### src/logic/lier_pkg.sv
// Purpose: constants and types of the local interrupt gating stage
// Assumes: APB slave, 32-bit data, one clock
// Notes:   offsets are byte addresses inside the register group

package lier_pkg;

  localparam int unsigned DATA_W = 32;
  localparam int unsigned ADDR_W = 12;

  localparam logic [ADDR_W-1:0] OFS_SOURCE_ENABLE = 12'h448;
  localparam logic [ADDR_W-1:0] OFS_PIN_GATE      = 12'h44c;
  localparam logic [ADDR_W-1:0] OFS_PENDING_FLAGS = 12'h450;
  localparam logic [ADDR_W-1:0] OFS_PENDING_CLEAR = 12'h454;
  localparam logic [ADDR_W-1:0] OFS_HOST_MASK     = 12'h458;

  localparam int unsigned BIT_DMA_CH1 = 25;
  localparam int unsigned BIT_DMA_CH0 = 24;
  localparam int unsigned BIT_LOCMON3 = 23;
  localparam int unsigned BIT_LOCMON0 = 20;
  localparam int unsigned BIT_MAILBOX3 = 19;
  localparam int unsigned BIT_MAILBOX0 = 16;
  localparam int unsigned BIT_HOST_ERR  = 13;
  localparam int unsigned BIT_BKPL_ERR  = 12;
  localparam int unsigned BIT_REQ_EDGE  = 11;
  localparam int unsigned BIT_ACK_EVT   = 10;
  localparam int unsigned BIT_SYS_FAIL  = 9;
  localparam int unsigned BIT_PWR_FAIL  = 8;
  localparam int unsigned BIT_LEVEL7    = 7;
  localparam int unsigned BIT_LEVEL1    = 1;
  localparam int unsigned LEVEL_CNT     = 7;

  function automatic logic [DATA_W-1:0] span(int unsigned lo, int unsigned hi);
    logic [DATA_W-1:0] m;
    m = '0;
    for (int unsigned b = lo; b <= hi; b++) begin
      m[b] = 1'b1;
    end
    return m;
  endfunction

  localparam logic [DATA_W-1:0] EVENT_BITS = span(BIT_PWR_FAIL, BIT_HOST_ERR)
                                           | span(BIT_MAILBOX0, BIT_MAILBOX3)
                                           | span(BIT_LOCMON0, BIT_LOCMON3)
                                           | span(BIT_DMA_CH0, BIT_DMA_CH1);
  localparam logic [DATA_W-1:0] LEVEL_BITS = span(BIT_LEVEL1, BIT_LEVEL7);
  localparam logic [DATA_W-1:0] VALID_BITS = EVENT_BITS | LEVEL_BITS;

  localparam logic [DATA_W-1:0] RST_WORD   = 32'h0000_0000;
  localparam logic              RST_LINE   = 1'b1;

  typedef struct packed {
    logic              psel;
    logic              penable;
    logic              pwrite;
    logic [ADDR_W-1:0] paddr;
    logic [DATA_W-1:0] pwdata;
    logic [3:0]        pstrb;
  } lier_apb_req_t;

  typedef struct packed {
    logic [DATA_W-1:0] prdata;
    logic              pready;
    logic              pslverr;
  } lier_apb_rsp_t;

endpackage

### src/logic/lier_top.sv
// Purpose: enable, pending and INTx pin gating of the local interrupt sources
// Assumes: event inputs are pclk-domain pulses; request lines come from pins
// Notes:   zero-wait APB slave; read data captured in the setup cycle

`timescale 1ns/1ps

module lier_top #(
  parameter int unsigned N_PINS = 4
) (
  input  wire logic                        pclk,
  input  wire logic                        presetn,
  input  wire lier_pkg::lier_apb_req_t     apb_req,
  output lier_pkg::lier_apb_rsp_t          apb_rsp,
  input  wire logic [lier_pkg::DATA_W-1:0] src_event,
  input  wire logic [lier_pkg::LEVEL_CNT:1] irq_line_n,
  input  wire logic [lier_pkg::DATA_W*$clog2(N_PINS)-1:0] pin_map,
  output logic      [N_PINS-1:0]           intx_assert,
  output logic                             irq
);
  import lier_pkg::*;

  localparam int unsigned SEL_W = $clog2(N_PINS);

  typedef struct packed {
    logic [DATA_W-1:0] en;
    logic [DATA_W-1:0] gate;
    logic [DATA_W-1:0] pend;
    logic [DATA_W-1:0] mask;
    logic [N_PINS-1:0] intx;
    logic              irq;
    logic [DATA_W-1:0] rdata;
    logic              err;
  } lier_top_st_t;

  lier_top_st_t st_reg;
  lier_top_st_t st_next;

  // Pin select must address every pin exactly
  if (N_PINS < 2 || (1 << SEL_W) != N_PINS) begin : g_bad_pins
    $error("N_PINS must be a power of two of at least two");
  end

  logic [LEVEL_CNT-1:0] seen_n;
  logic [DATA_W-1:0]    lvl_vec;
  logic                 acc_wr;
  logic                 setup_rd;
  logic                 addr_ok;
  logic [DATA_W-1:0]    wmask;
  logic [DATA_W-1:0]    clr_bits;

  lier_sync #(
    .WIDTH (LEVEL_CNT)
  ) u_sync (
    .pclk    (pclk),
    .presetn (presetn),
    .line_n  (irq_line_n),
    .seen_n  (seen_n)
  );

  assign lvl_vec = {{(DATA_W-LEVEL_CNT-1){1'b0}}, ~seen_n, 1'b0};

  // Write lands on the access edge, pready is always high
  assign acc_wr   = apb_req.psel & apb_req.penable & apb_req.pwrite;
  assign setup_rd = apb_req.psel & ~apb_req.penable & ~apb_req.pwrite;

  always_comb begin
    unique case (apb_req.paddr)
      OFS_SOURCE_ENABLE,
      OFS_PIN_GATE,
      OFS_PENDING_FLAGS,
      OFS_PENDING_CLEAR,
      OFS_HOST_MASK: addr_ok = 1'b1;
      default:       addr_ok = 1'b0;
    endcase
  end

  always_comb begin
    wmask = '0;
    for (int unsigned b = 0; b < 4; b++) begin
      wmask[b*8 +: 8] = {8{apb_req.pstrb[b]}};
    end
  end

  assign clr_bits = (acc_wr && apb_req.paddr == OFS_PENDING_CLEAR)
                  ? (apb_req.pwdata & wmask & EVENT_BITS) : '0;

  function automatic logic [DATA_W-1:0] merge(logic [DATA_W-1:0] old_v,
                                              logic [DATA_W-1:0] mask_v);
    return ((old_v & ~wmask) | (apb_req.pwdata & wmask)) & mask_v;
  endfunction

  always_comb begin
    st_next = st_reg;

    if (acc_wr) begin
      unique case (apb_req.paddr)
        OFS_SOURCE_ENABLE: st_next.en = merge(st_reg.en, VALID_BITS);
        OFS_PIN_GATE:      st_next.gate = merge(st_reg.gate, VALID_BITS);
        OFS_HOST_MASK:     st_next.mask = merge(st_reg.mask, VALID_BITS);
        default:           st_next.mask = st_reg.mask;
      endcase
    end

    st_next.pend = ((((st_reg.pend & ~clr_bits) | src_event) & EVENT_BITS)
                 | (lvl_vec & LEVEL_BITS)) & st_next.en;

    st_next.intx = '0;
    for (int unsigned i = 0; i < DATA_W; i++) begin
      if (st_next.pend[i] && st_next.gate[i] && st_next.en[i]) begin
        st_next.intx[pin_map[i*SEL_W +: SEL_W]] = 1'b1;
      end
    end

    st_next.irq = |(st_next.pend & st_next.mask);

    if (setup_rd) begin
      st_next.err = ~addr_ok | (apb_req.paddr[1:0] != 2'b00);
      unique case (apb_req.paddr)
        OFS_SOURCE_ENABLE: st_next.rdata = st_reg.en;
        OFS_PIN_GATE:      st_next.rdata = st_reg.gate;
        OFS_PENDING_FLAGS: st_next.rdata = st_reg.pend;
        OFS_HOST_MASK:     st_next.rdata = st_reg.mask;
        default:           st_next.rdata = RST_WORD;
      endcase
    end else if (apb_req.psel && !apb_req.penable) begin
      st_next.err   = ~addr_ok;
      st_next.rdata = RST_WORD;
    end
  end

  always_ff @(posedge pclk or negedge presetn) begin
    if (!presetn) begin
      st_reg.en    <= RST_WORD;
      st_reg.gate  <= RST_WORD;
      st_reg.pend  <= RST_WORD;
      st_reg.mask  <= RST_WORD;
      st_reg.intx  <= '0;
      st_reg.irq   <= 1'b0;
      st_reg.rdata <= RST_WORD;
      st_reg.err   <= 1'b0;
    end else begin
      st_reg <= st_next;
    end
  end

  // Error only shows in the access phase
  assign apb_rsp.prdata  = st_reg.rdata;
  assign apb_rsp.pready  = 1'b1;
  assign apb_rsp.pslverr = st_reg.err & apb_req.psel & apb_req.penable;
  assign intx_assert     = st_reg.intx;
  assign irq             = st_reg.irq;
endmodule

### src/logic/lier_sync.sv
// Purpose: three-stage synchroniser with agreement filter for request lines
// Assumes: lines idle high (active low), asynchronous to pclk
// Notes:   output moves only when stages two and three agree

`timescale 1ns/1ps

module lier_sync #(
  parameter int unsigned WIDTH = 7
) (
  input  wire logic             pclk,
  input  wire logic             presetn,
  input  wire logic [WIDTH-1:0] line_n,
  output logic      [WIDTH-1:0] seen_n
);
  import lier_pkg::*;

  typedef struct packed {
    logic [WIDTH-1:0] s1;
    logic [WIDTH-1:0] s2;
    logic [WIDTH-1:0] s3;
    logic [WIDTH-1:0] seen;
  } lier_sync_st_t;

  lier_sync_st_t st_reg;
  lier_sync_st_t st_next;

  if (WIDTH < 1) begin : g_bad_width
    $error("lier_sync needs at least one line");
  end

  // First stage feeds only the second
  always_comb begin
    st_next    = st_reg;
    st_next.s1 = line_n;
    st_next.s2 = st_reg.s1;
    st_next.s3 = st_reg.s2;
    for (int unsigned i = 0; i < WIDTH; i++) begin
      if (st_reg.s2[i] == st_reg.s3[i]) begin
        st_next.seen[i] = st_reg.s3[i];
      end
    end
  end

  always_ff @(posedge pclk or negedge presetn) begin
    if (!presetn) begin
      st_reg <= {4*WIDTH{RST_LINE}};
    end else begin
      st_reg <= st_next;
    end
  end

  assign seen_n = st_reg.seen;

endmodule

### config.mk
export PLATFORM = sky130hd
export DESIGN_NAME = lier_top
export DESIGN_NICKNAME = d
export VERILOG_FILES = /design/src/logic/lier_pkg.sv /design/src/logic/lier_top.sv /design/src/logic/lier_sync.sv
export SDC_FILE = /design/constraint.sdc
export NUM_CORES = 1
export LEC_CHECK = 0
export CELL_PAD_IN_SITES_DETAIL_PLACEMENT = 0
export CELL_PAD_IN_SITES_GLOBAL_PLACEMENT = 2
export CORE_MARGIN = 1.5
export CORE_UTILIZATION = 35
export DETAILED_ROUTE_END_ITERATION = 10
export DONT_BUFFER_PORTS = 1
export HOLD_SLACK_MARGIN = 0.03
export PLACE_DENSITY = 0.81
export SYNTH_ARGS = -nofsm -noshare
export SYNTH_HDL_FRONTEND = slang
export SYNTH_SLANG_ARGS = --single-unit
### constraint.sdc
create_clock -name pclk -period 1.8 [get_ports pclk]
set_input_delay 0.36 -clock pclk [delete_from_list [all_inputs] [get_ports pclk]]
set_output_delay 0.36 -clock pclk [all_outputs]
set_load 0.005 [all_outputs]
==> results of run 1 <==
[Yosys cell counts, types with 6 or more instances]
cell type    n  share of area (%)
dfrtp_1    121                 39
nand2_1     94                4.5
inv_1       45                2.2
buf_4       39                3.8
nand3_1     39                2.5
mux2_2      38                5.5
a21oi_1     33                2.1
nor2_1      31                1.5
dfstp_2     28                9.4
o21ai_0     28                1.8
nand4_1     25                2.0
clkbuf_1    23                1.1
a31oi_1     19                1.5
a22oi_1     15                1.4
o21ai_1     15               0.96
a21o_1      13                1.3
nor3_1      13               0.84
a222oi_1    12                1.5
nor2b_1     11               0.88
mux2i_1      9                1.2
nor3b_1      9               0.87
maj3_1       7               0.90
nand4b_1     7               0.79
nor4_1       7               0.56
a2111oi_0    6               0.67
and2_1       6               0.48
[power groups by stage]
stage          Clock (W)  Combinational, W  Sequential [W]
3_5_place_dp           0          0.000153         0.00352
2_1_floorplan          0          0.000120         0.00350
4_1_cts          0.00372          0.000170         0.00346
6_report         0.00363          0.000176         0.00346
5_1_grt          0.00387          0.000193         0.00346
3_3_place_gp           0          0.000150         0.00351
[per-layer routing]
metal	wire length [um]	vias up
li1	-	3095
met1	12000	3403
met2	11500	333
met3	2630	30
met4	378	0
met5	0	-
[final timing paths]
kind / from / to / slack (ns)
setup / recovery: apb_req[47] / irq / -0.44
hold reg to reg: u_sync.st_next[19] / u_sync.st_next[12] / 0.36
min in group pclk: apb_req[8] / st_reg[42] / 0.08
setup reg to reg: u_sync.seen_n[1] / intx_assert[0] / -0.24
hold / removal: presetn / st_reg[39] / -0.36
max in group asynchronous: presetn / apb_rsp[12] / 1.94
[metrics by stage]
| stage | cell area [sq um] | cells |
|---|---|---|
| 4_1_cts | 10100 | 1185 |
| 3_5_place_dp | 9140 | 1137 |
| 2_1_floorplan | 8200 | 800 |
| 5_1_grt | 10300 | 1192 |
| 3_3_place_gp | 9140 | 1137 |
| 6_report | 10300 | 1192 |
[logic make-up after synthesis]
group	share of synthesized area, %
other	0.0965
muxes	6.65
DFF	48.3
buffers and inverters	7.84
AOI/OAI and AO/OA	17.0
adders and majority gates	0.900
and+or+nand+nor	19.2
[cell type report]
class	count	area (sq um)	area share, %
multi-input combinational	533	3980	38.8
inverter	45	169	1.65
tap	280	350	3.42
timing repair buffer	153	1400	13.7
clock inverter	14	160	1.56
sequential	149	3760	36.7
clock buffer	18	429	4.18
[what timing repair did]
action,CTS,global route
pin swaps,13,16
hold endpoints to repair,156,149
setup buffers,9,11
setup endpoints to repair,16,27
resized for setup,44,35
==> out/qor.yml, run 1 <==
status: "finished with violations"
violations: "negative hold slack, negative setup slack"
initial_utilization_pct: 35.7
gr-usage-met3_pct: 7.99
yosysSeqAreaShare_pct: 48.3
drc_errors: 0
antenna_found_initial: 0
ctsHoldBuffers: 7
async_flop_share_pct: 100
syn_area_per_cell_sq_um: 9.83
end_kind: "register"
n_fill_cell: 1982
cp_slowest_cell: "mux2_4"
syn2layout_area_growth_pct: 31.7
crit_chain: "nor4b_4 > buf_6 > nand4_1 > buf_4 > nor2_4 > buf_4 > mux2_4 > a22oi_1 > buf_4 > and3_1 > nand4_1"
viasPerCell: 5.76
cap_violations: 0
fp.dieArea_sq_mm: 0.0231
postRouteAntennaNets: 0
num_rows: 54
largest_register_ffs: 93
tritoncts: "built"
grt_pass1_vias: 6816
drt_wl_total_um: 26500
diodes: 0
ys_ff_latch: 149
slowest_delay_ns: 0.31
leakage_nw: 4.62
finalPower_w: 0.00727
setup_viol: 14
tns_ns: -3.61
final_cell_mix: "dfrtp_1 (121), buf_4 (115), nand2_1 (87)"
wl_per_cell_um: 22.2
yosysWarnings: 0
critical-path-top-delay-family: "simple AND/OR/NAND/NOR gates"
period_share_pct: 125
grt-busiest-layer: "met2"
fmax_mhz: 446
syn_area_sq_mm: 0.00779
clkTransAtPathRegs_ns: 0.07
internal-power_w: 0.00560
grt-ovfl-total: 0
dp_hpwl_um: 20000
max_slew.worst_pin.slew_ns: 0.610
clockBufferDepth: 2
pre_cts_slack_ns: -1.34
rsz0062_at_grt: "true"
drtPass1Iterations: 6
slew_viol_final: 0
port-buffer-count: 0
design.core.area_sq_mm: 0.0218
die_h_um: 152
hold_class: "primary input to asynchronous set/reset pin"
whs_ns: -0.365
synth_edf_count: 0
final_common_cell: "dfrtp_1"
ys_types: 66
critical_path_depth: 11
clock_latency_ns: 0.43
p_per_area_mw_per_mm2: 709
cts-root-buf: "clkbuf_16"
grt_pass1_wl_um: 40200
vias: 6861
cts_made_buffers: 17
worst_slack_ns: -0.442
min_period_ns: 2.24
crit_buf_inv: 4
synthFlopType: "dfrtp_1"
p_clk_share_pct: 50.0
critical_path_class: "primary input to register"
die_width_um: 152
cp_max_fo: 8
cpMostUsedCell: "buf_4"
first_iter_violations: 561
grt_max_degree: 150
gp_congestion: 0.931
rr_worst_depth: 8
clkSinkCount: 149
finalClockSkew_ns: 0.00944
cts_max_level: 4
power.share.sequential_pct: 47.6
ir_drop_uv: 672
layout-drive-gt1-share_pct: 36.3
p_comb_share_pct: 2.4
cp.arrival_ns: 2.51
cp-start-kind: "primary input"
num_io_pins: 195
p_switching_w: 0.00167
synthCells: 792
use_met2_pct: 32.9
slew_headroom_pct: 59.3
finalNetCount: 1055
worstPathRequired_ns: 2.07
grtUsageMet1_pct: 32.5
switching_share_pct: 22.9
utilization_pct: 47.0
track_usage_pct: 22.7
finalHoldViolations: 149
(Power assumes the default switching activity.)
==> run 2, diff against run 1 <==
- CORE_UTILIZATION: 35 -> 36
- SYNTH_HIERARCHICAL: not set -> 1
==> out/qor.yml, run 2 <==
status: "finished with violations"
violations: "negative hold slack, negative setup slack"
whs_ns: -0.384
grt_pass1_wl_um: 42400
design.core.area_sq_mm: 0.0218
post_dp_cell_area_sq_mm: 0.00954
syn_area_sq_mm: 0.00794
synthFlopType: "dfrtp_1"
async_flop_share_pct: 100
min_period_ns: 2.69
postRouteAntennaNets: 0
end_kind: "register"
antenna_found_initial: 0
ys_types: 66
setup_viol: 23
worst_slack_ns: -0.888
fmax_mhz: 372
dp_hpwl_um: 20800
n_fill_cell: 1957
worstPathRequired_ns: 2.10
reg2reg_slack_ns: -0.49
port-buffer-count: 0
p_per_area_mw_per_mm2: 687
syn2layout_area_growth_pct: 37.5
cp.arrival_ns: 2.99
clock_latency_ns: 0.43
finalHoldViolations: 149
synthTopCellsByArea: "dfrtp_1 (38%), dfstp_2 (9.3%), mux2_2 (5.0%), buf_4 (4.2%), mux2i_1 (4.0%)"
pre_cts_slack_ns: -1.44
clkSinkCount: 149
final_cell_mix: "buf_4 (167), dfrtp_1 (121), inv_1 (50)"
die_h_um: 152
slew_headroom_pct: 64.3
synthTopCellsByCount: "dfrtp_1 (121), inv_1 (56), nand2_1 (46)"
max_slew.worst_pin.slew_ns: 0.530
layout-drive-gt1-share_pct: 43.3
drt_wl_total_um: 28200
cp-start-kind: "primary input"
num_io_pins: 195
synth.most_common_cell: "dfrtp_1"
finalInstanceArea_sq_mm: 0.0109
wl_per_cell_um: 23.2
utilization_pct: 50.2
grt_max_degree: 150
diodes: 0
syn_area_per_cell_sq_um: 10.6
ys_ff_latch: 149
synth_edf_count: 0
first_iter_violations: 575
slew_viol_final: 0
ir_drop_uv: 579
initial_utilization_pct: 36.5
tritoncts: "built"
finalNetCount: 1078
clkTransAtPathRegs_ns: 0.07
drtPass1Iterations: 8
fp.dieArea_sq_mm: 0.0230
grt-ovfl-total: 0
tns_ns: -4.41
viasPerCell: 5.72
ctsHoldBuffers: 7
yosysWarnings: 6
cp_max_fo: 5
track_usage_pct: 25.1
cts_max_level: 4
period_share_pct: 149
synth_top_area_share_pct: 38.1
final_common_cell: "buf_4"
gp_congestion: 0.913
clockBufferDepth: 2
cap_violations: 0
synthCells: 750
largest_register_ffs: 93
cts-root-buf: "clkbuf_16"
cts_made_buffers: 17
yosysSeqAreaShare_pct: 47.4
critical_path_class: "primary input to register"
rsz0062_at_grt: "true"
synth_area_leader_cell: "dfrtp_1"
finalClockSkew_ns: 0.0100
hold_class: "primary input to asynchronous set/reset pin"
leakage_nw: 5.28
die_width_um: 152
grt_pass1_vias: 7275
num_rows: 54
vias: 6948
drc_errors: 0
run 2: cell count changes after synthesis, moves of 17 or more:
cell / delta
a31oi_1: -18
mux2i_1: +23
nand2_1: -48
nand2b_1: +17
nand3_1: -35
nor4_1: +32
o21ai_0: -23
o22ai_1: +19
run 2: critical path: stages:
cell     delay (ns)
or4bb_4        0.55
nor4_4         0.30
buf_6          0.17
mux2_4         0.31
nor3b_1        0.14
nor4_1         0.32
buf_4          0.18
nand4_1        0.13
or4_1          0.53
run 2: routing by layer:
layer  part of all wire [%]  vias to the layer above  GRT usage, %
met5                      0                        -             0
met4                    3.3                        0          10.3
met3                    9.2                       59          9.07
met2                     47                      259          40.8
met1                     41                     3497          30.2
li1                       -                     3133             -
run 2: area by class of cell:
cell class	count	area, sq um	area share [%]
multi-input cells	484	4060	37.2
flip-flops and latches	149	3760	34.5
repair buffers	213	1910	17.5
clock buffers	19	475	4.35
well taps	280	350	3.21
inverters	57	214	1.96
clock inverters	13	145	1.33
run 2: kinds of logic after synthesis:
group | count (synthesis) | synth area share, %
other | 2 | 0.0945
AOI/OAI and AO/OA | 136 | 13.2
muxes | 68 | 9.14
and+or+nand+nor | 263 | 20.8
adders and majority gates | 7 | 0.992
buffers and inverters | 125 | 8.39
DFF | 149 | 47.4
run 2: per-stage QoR:
step	power, W	instances
floorplan	0.00370	758
finish	0.00750	1215
global route	0.00776	1215
CTS	0.00756	1205
detailed placement	0.00377	1150
global placement	0.00376	1150
run 2: path summary, 6_finish.rpt:
| path | end | from | cells after the start |
|---|---|---|---|
| setup reg to reg | intx_assert[0] | st_reg[141] | 6 |
| max in group asynchronous | u_sync/st_reg[8] | presetn | 0 |
| hold reg to reg | u_sync/st_next[12] | u_sync/st_next[19] | 0 |
| hold / removal | apb_rsp[25] | presetn | 0 |
| setup / recovery | irq | apb_req[41] | 9 |
| min in group pclk | st_reg[150] | apb_req[20] | 1 |
run 2: power breakdown:
part | total (W) | leakage, nW | switching (W) | internal [W]
combinational | 0.000296 | 2.99 | 0.000136 | 0.000160
sequential | 0.00344 | 1.98 | 0.0000237 | 0.00342
clock | 0.00376 | 0.308 | 0.00162 | 0.00214
total | 0.00750 | 5.28 | 0.00178 | 0.00572
run 2: what timing repair did:
item,CTS,global route
endpoints found under the hold margin,156,149
endpoints found under the setup margin,44,45
pin swaps,37,13
gates resized for setup,52,43
setup buffers,16,12
gates cloned,3,0
==> run 3, diff against run 2 <==
- CORE_MARGIN: 1.5 -> 4
==> out/qor.yml, run 3 (synthesis gave the netlist of run 2 again) <==
status: "finished with violations"
violations: "negative hold slack, negative setup slack"
cts_made_buffers: 17
min_period_ns: 2.72
initial_utilization_pct: 36.5
drt_wl_total_um: 28300
clkTransAtPathRegs_ns: 0.07
finalNetCount: 1074
port-buffer-count: 0
cap_violations: 0
design.core.area_sq_mm: 0.0218
finalHoldViolations: 149
leakage_nw: 5.17
num_rows: 54
cp-start-kind: "primary input"
setup_viol: 20
whs_ns: -0.384
hold_class: "primary input to asynchronous set/reset pin"
critical_path_class: "primary input to register"
dp_hpwl_um: 21200
fp.dieArea_sq_mm: 0.0245
end_kind: "register"
p_per_area_mw_per_mm2: 695
vias: 6861
fmax_mhz: 367
rsz0062_at_grt: "true"
clockBufferDepth: 2
layout-drive-gt1-share_pct: 41.4
gp_congestion: 0.918
final_common_cell: "buf_4"
track_usage_pct: 23.2
worst_slack_ns: -0.922
antenna_found_initial: 0
die_width_um: 157
finalClockSkew_ns: 0.00624
cts-root-buf: "clkbuf_16"
tritoncts: "built"
drtPass1Iterations: 5
cp.arrival_ns: 3.02
die_h_um: 157
ir_drop_uv: 649
num_io_pins: 195
grt_pass1_wl_um: 42900
syn2layout_area_growth_pct: 34.8
ctsHoldBuffers: 7
clkSinkCount: 149
postRouteAntennaNets: 0
max_slew.worst_pin.slew_ns: 0.583
final_cell_mix: "buf_4 (178), dfrtp_1 (121), inv_1 (54)"
cts_max_level: 4
slew_viol_final: 0
startpoint: "apb_req[36]"
worstPathRequired_ns: 2.10
period_share_pct: 151
cp_max_fo: 8
wl_per_cell_um: 23.4
rr_startpoint: "st_reg[141]"
grt_pass1_vias: 7228
clock_latency_ns: 0.43
tns_ns: -4.31
drc_errors: 0
viasPerCell: 5.66
grt-ovfl-total: 0
largest_register_ffs: 93
grt_max_degree: 150
first_iter_violations: 518
slew_headroom_pct: 60.8
run 3: layer usage:
layer / global-route usage (%) / wire length (um)
met3: 8.63 / 2700
met5: 0 / 0
met1: 29.1 / 11700
met2: 37.4 / 13300
met4: 6.94 / 633
run 3: cell type report:
| type | instances | area [sq um] |
|---|---|---|
| inverter | 57 | 214 |
| fill | 1952 | 11000 |
| clock buffer | 19 | 475 |
| clock inverter | 13 | 143 |
| timing repair buffer | 209 | 1820 |
| tap | 280 | 350 |
| multi-input combinational | 484 | 3940 |
| sequential | 149 | 3760 |
| antenna | 1 | 2.50 |
run 3: timing repair:
item,in CTS,in global routing
gates resized for setup,34,21
gates cloned,3,0
buffers inserted,8,8
pin swaps,33,16
setup endpoints to repair,41,45
endpoints found under the hold margin,156,149
run 3: path summary, 6_finish.rpt:
path,end,slack [ns],depth (start not counted)
min in group pclk,st_reg[157],0.07,2
max in group asynchronous,u_sync/seen_n[0],1.81,0
worst max-delay path,irq,-0.92,10
worst min register to register,u_sync/st_next[8],0.36,0
worst max register to register,intx_assert[0],-0.51,6
worst min-delay path,apb_rsp[23],-0.38,0
run 3: through the flow:
step                worst slack, ns  total power, W  utilization, %  area, sq um  std cells
finish                       -0.922         0.00744            49.2        10700       1212
global route                 -0.943         0.00770            49.2        10700       1211
CTS                          -0.873         0.00753            48.5        10600       1204
detailed placement            -1.49         0.00377            44.1         9580       1154
global placement              -1.45         0.00376            44.1         9580       1154
floorplan                     -1.29         0.00370               -         8250        758
run 3: critical path, stage by stage:
cell       delay (ns)
or4b_4           0.59
buf_6            0.15
nor4_4           0.15
buf_6            0.18
buf_6            0.11
mux2_4           0.30
nor3b_4          0.16
a2111oi_4        0.42
o211ai_1         0.17
or4_1            0.42
run 3: where the power goes:
part | internal (W) | switching [W] | total, W | leakage [nW]
Sequential | 0.00342 | 0.0000247 | 0.00345 | 1.98
Clock | 0.00214 | 0.00158 | 0.00372 | 0.307
Combinational | 0.000154 | 0.000128 | 0.000282 | 2.89
Total | 0.00571 | 0.00173 | 0.00744 | 5.17
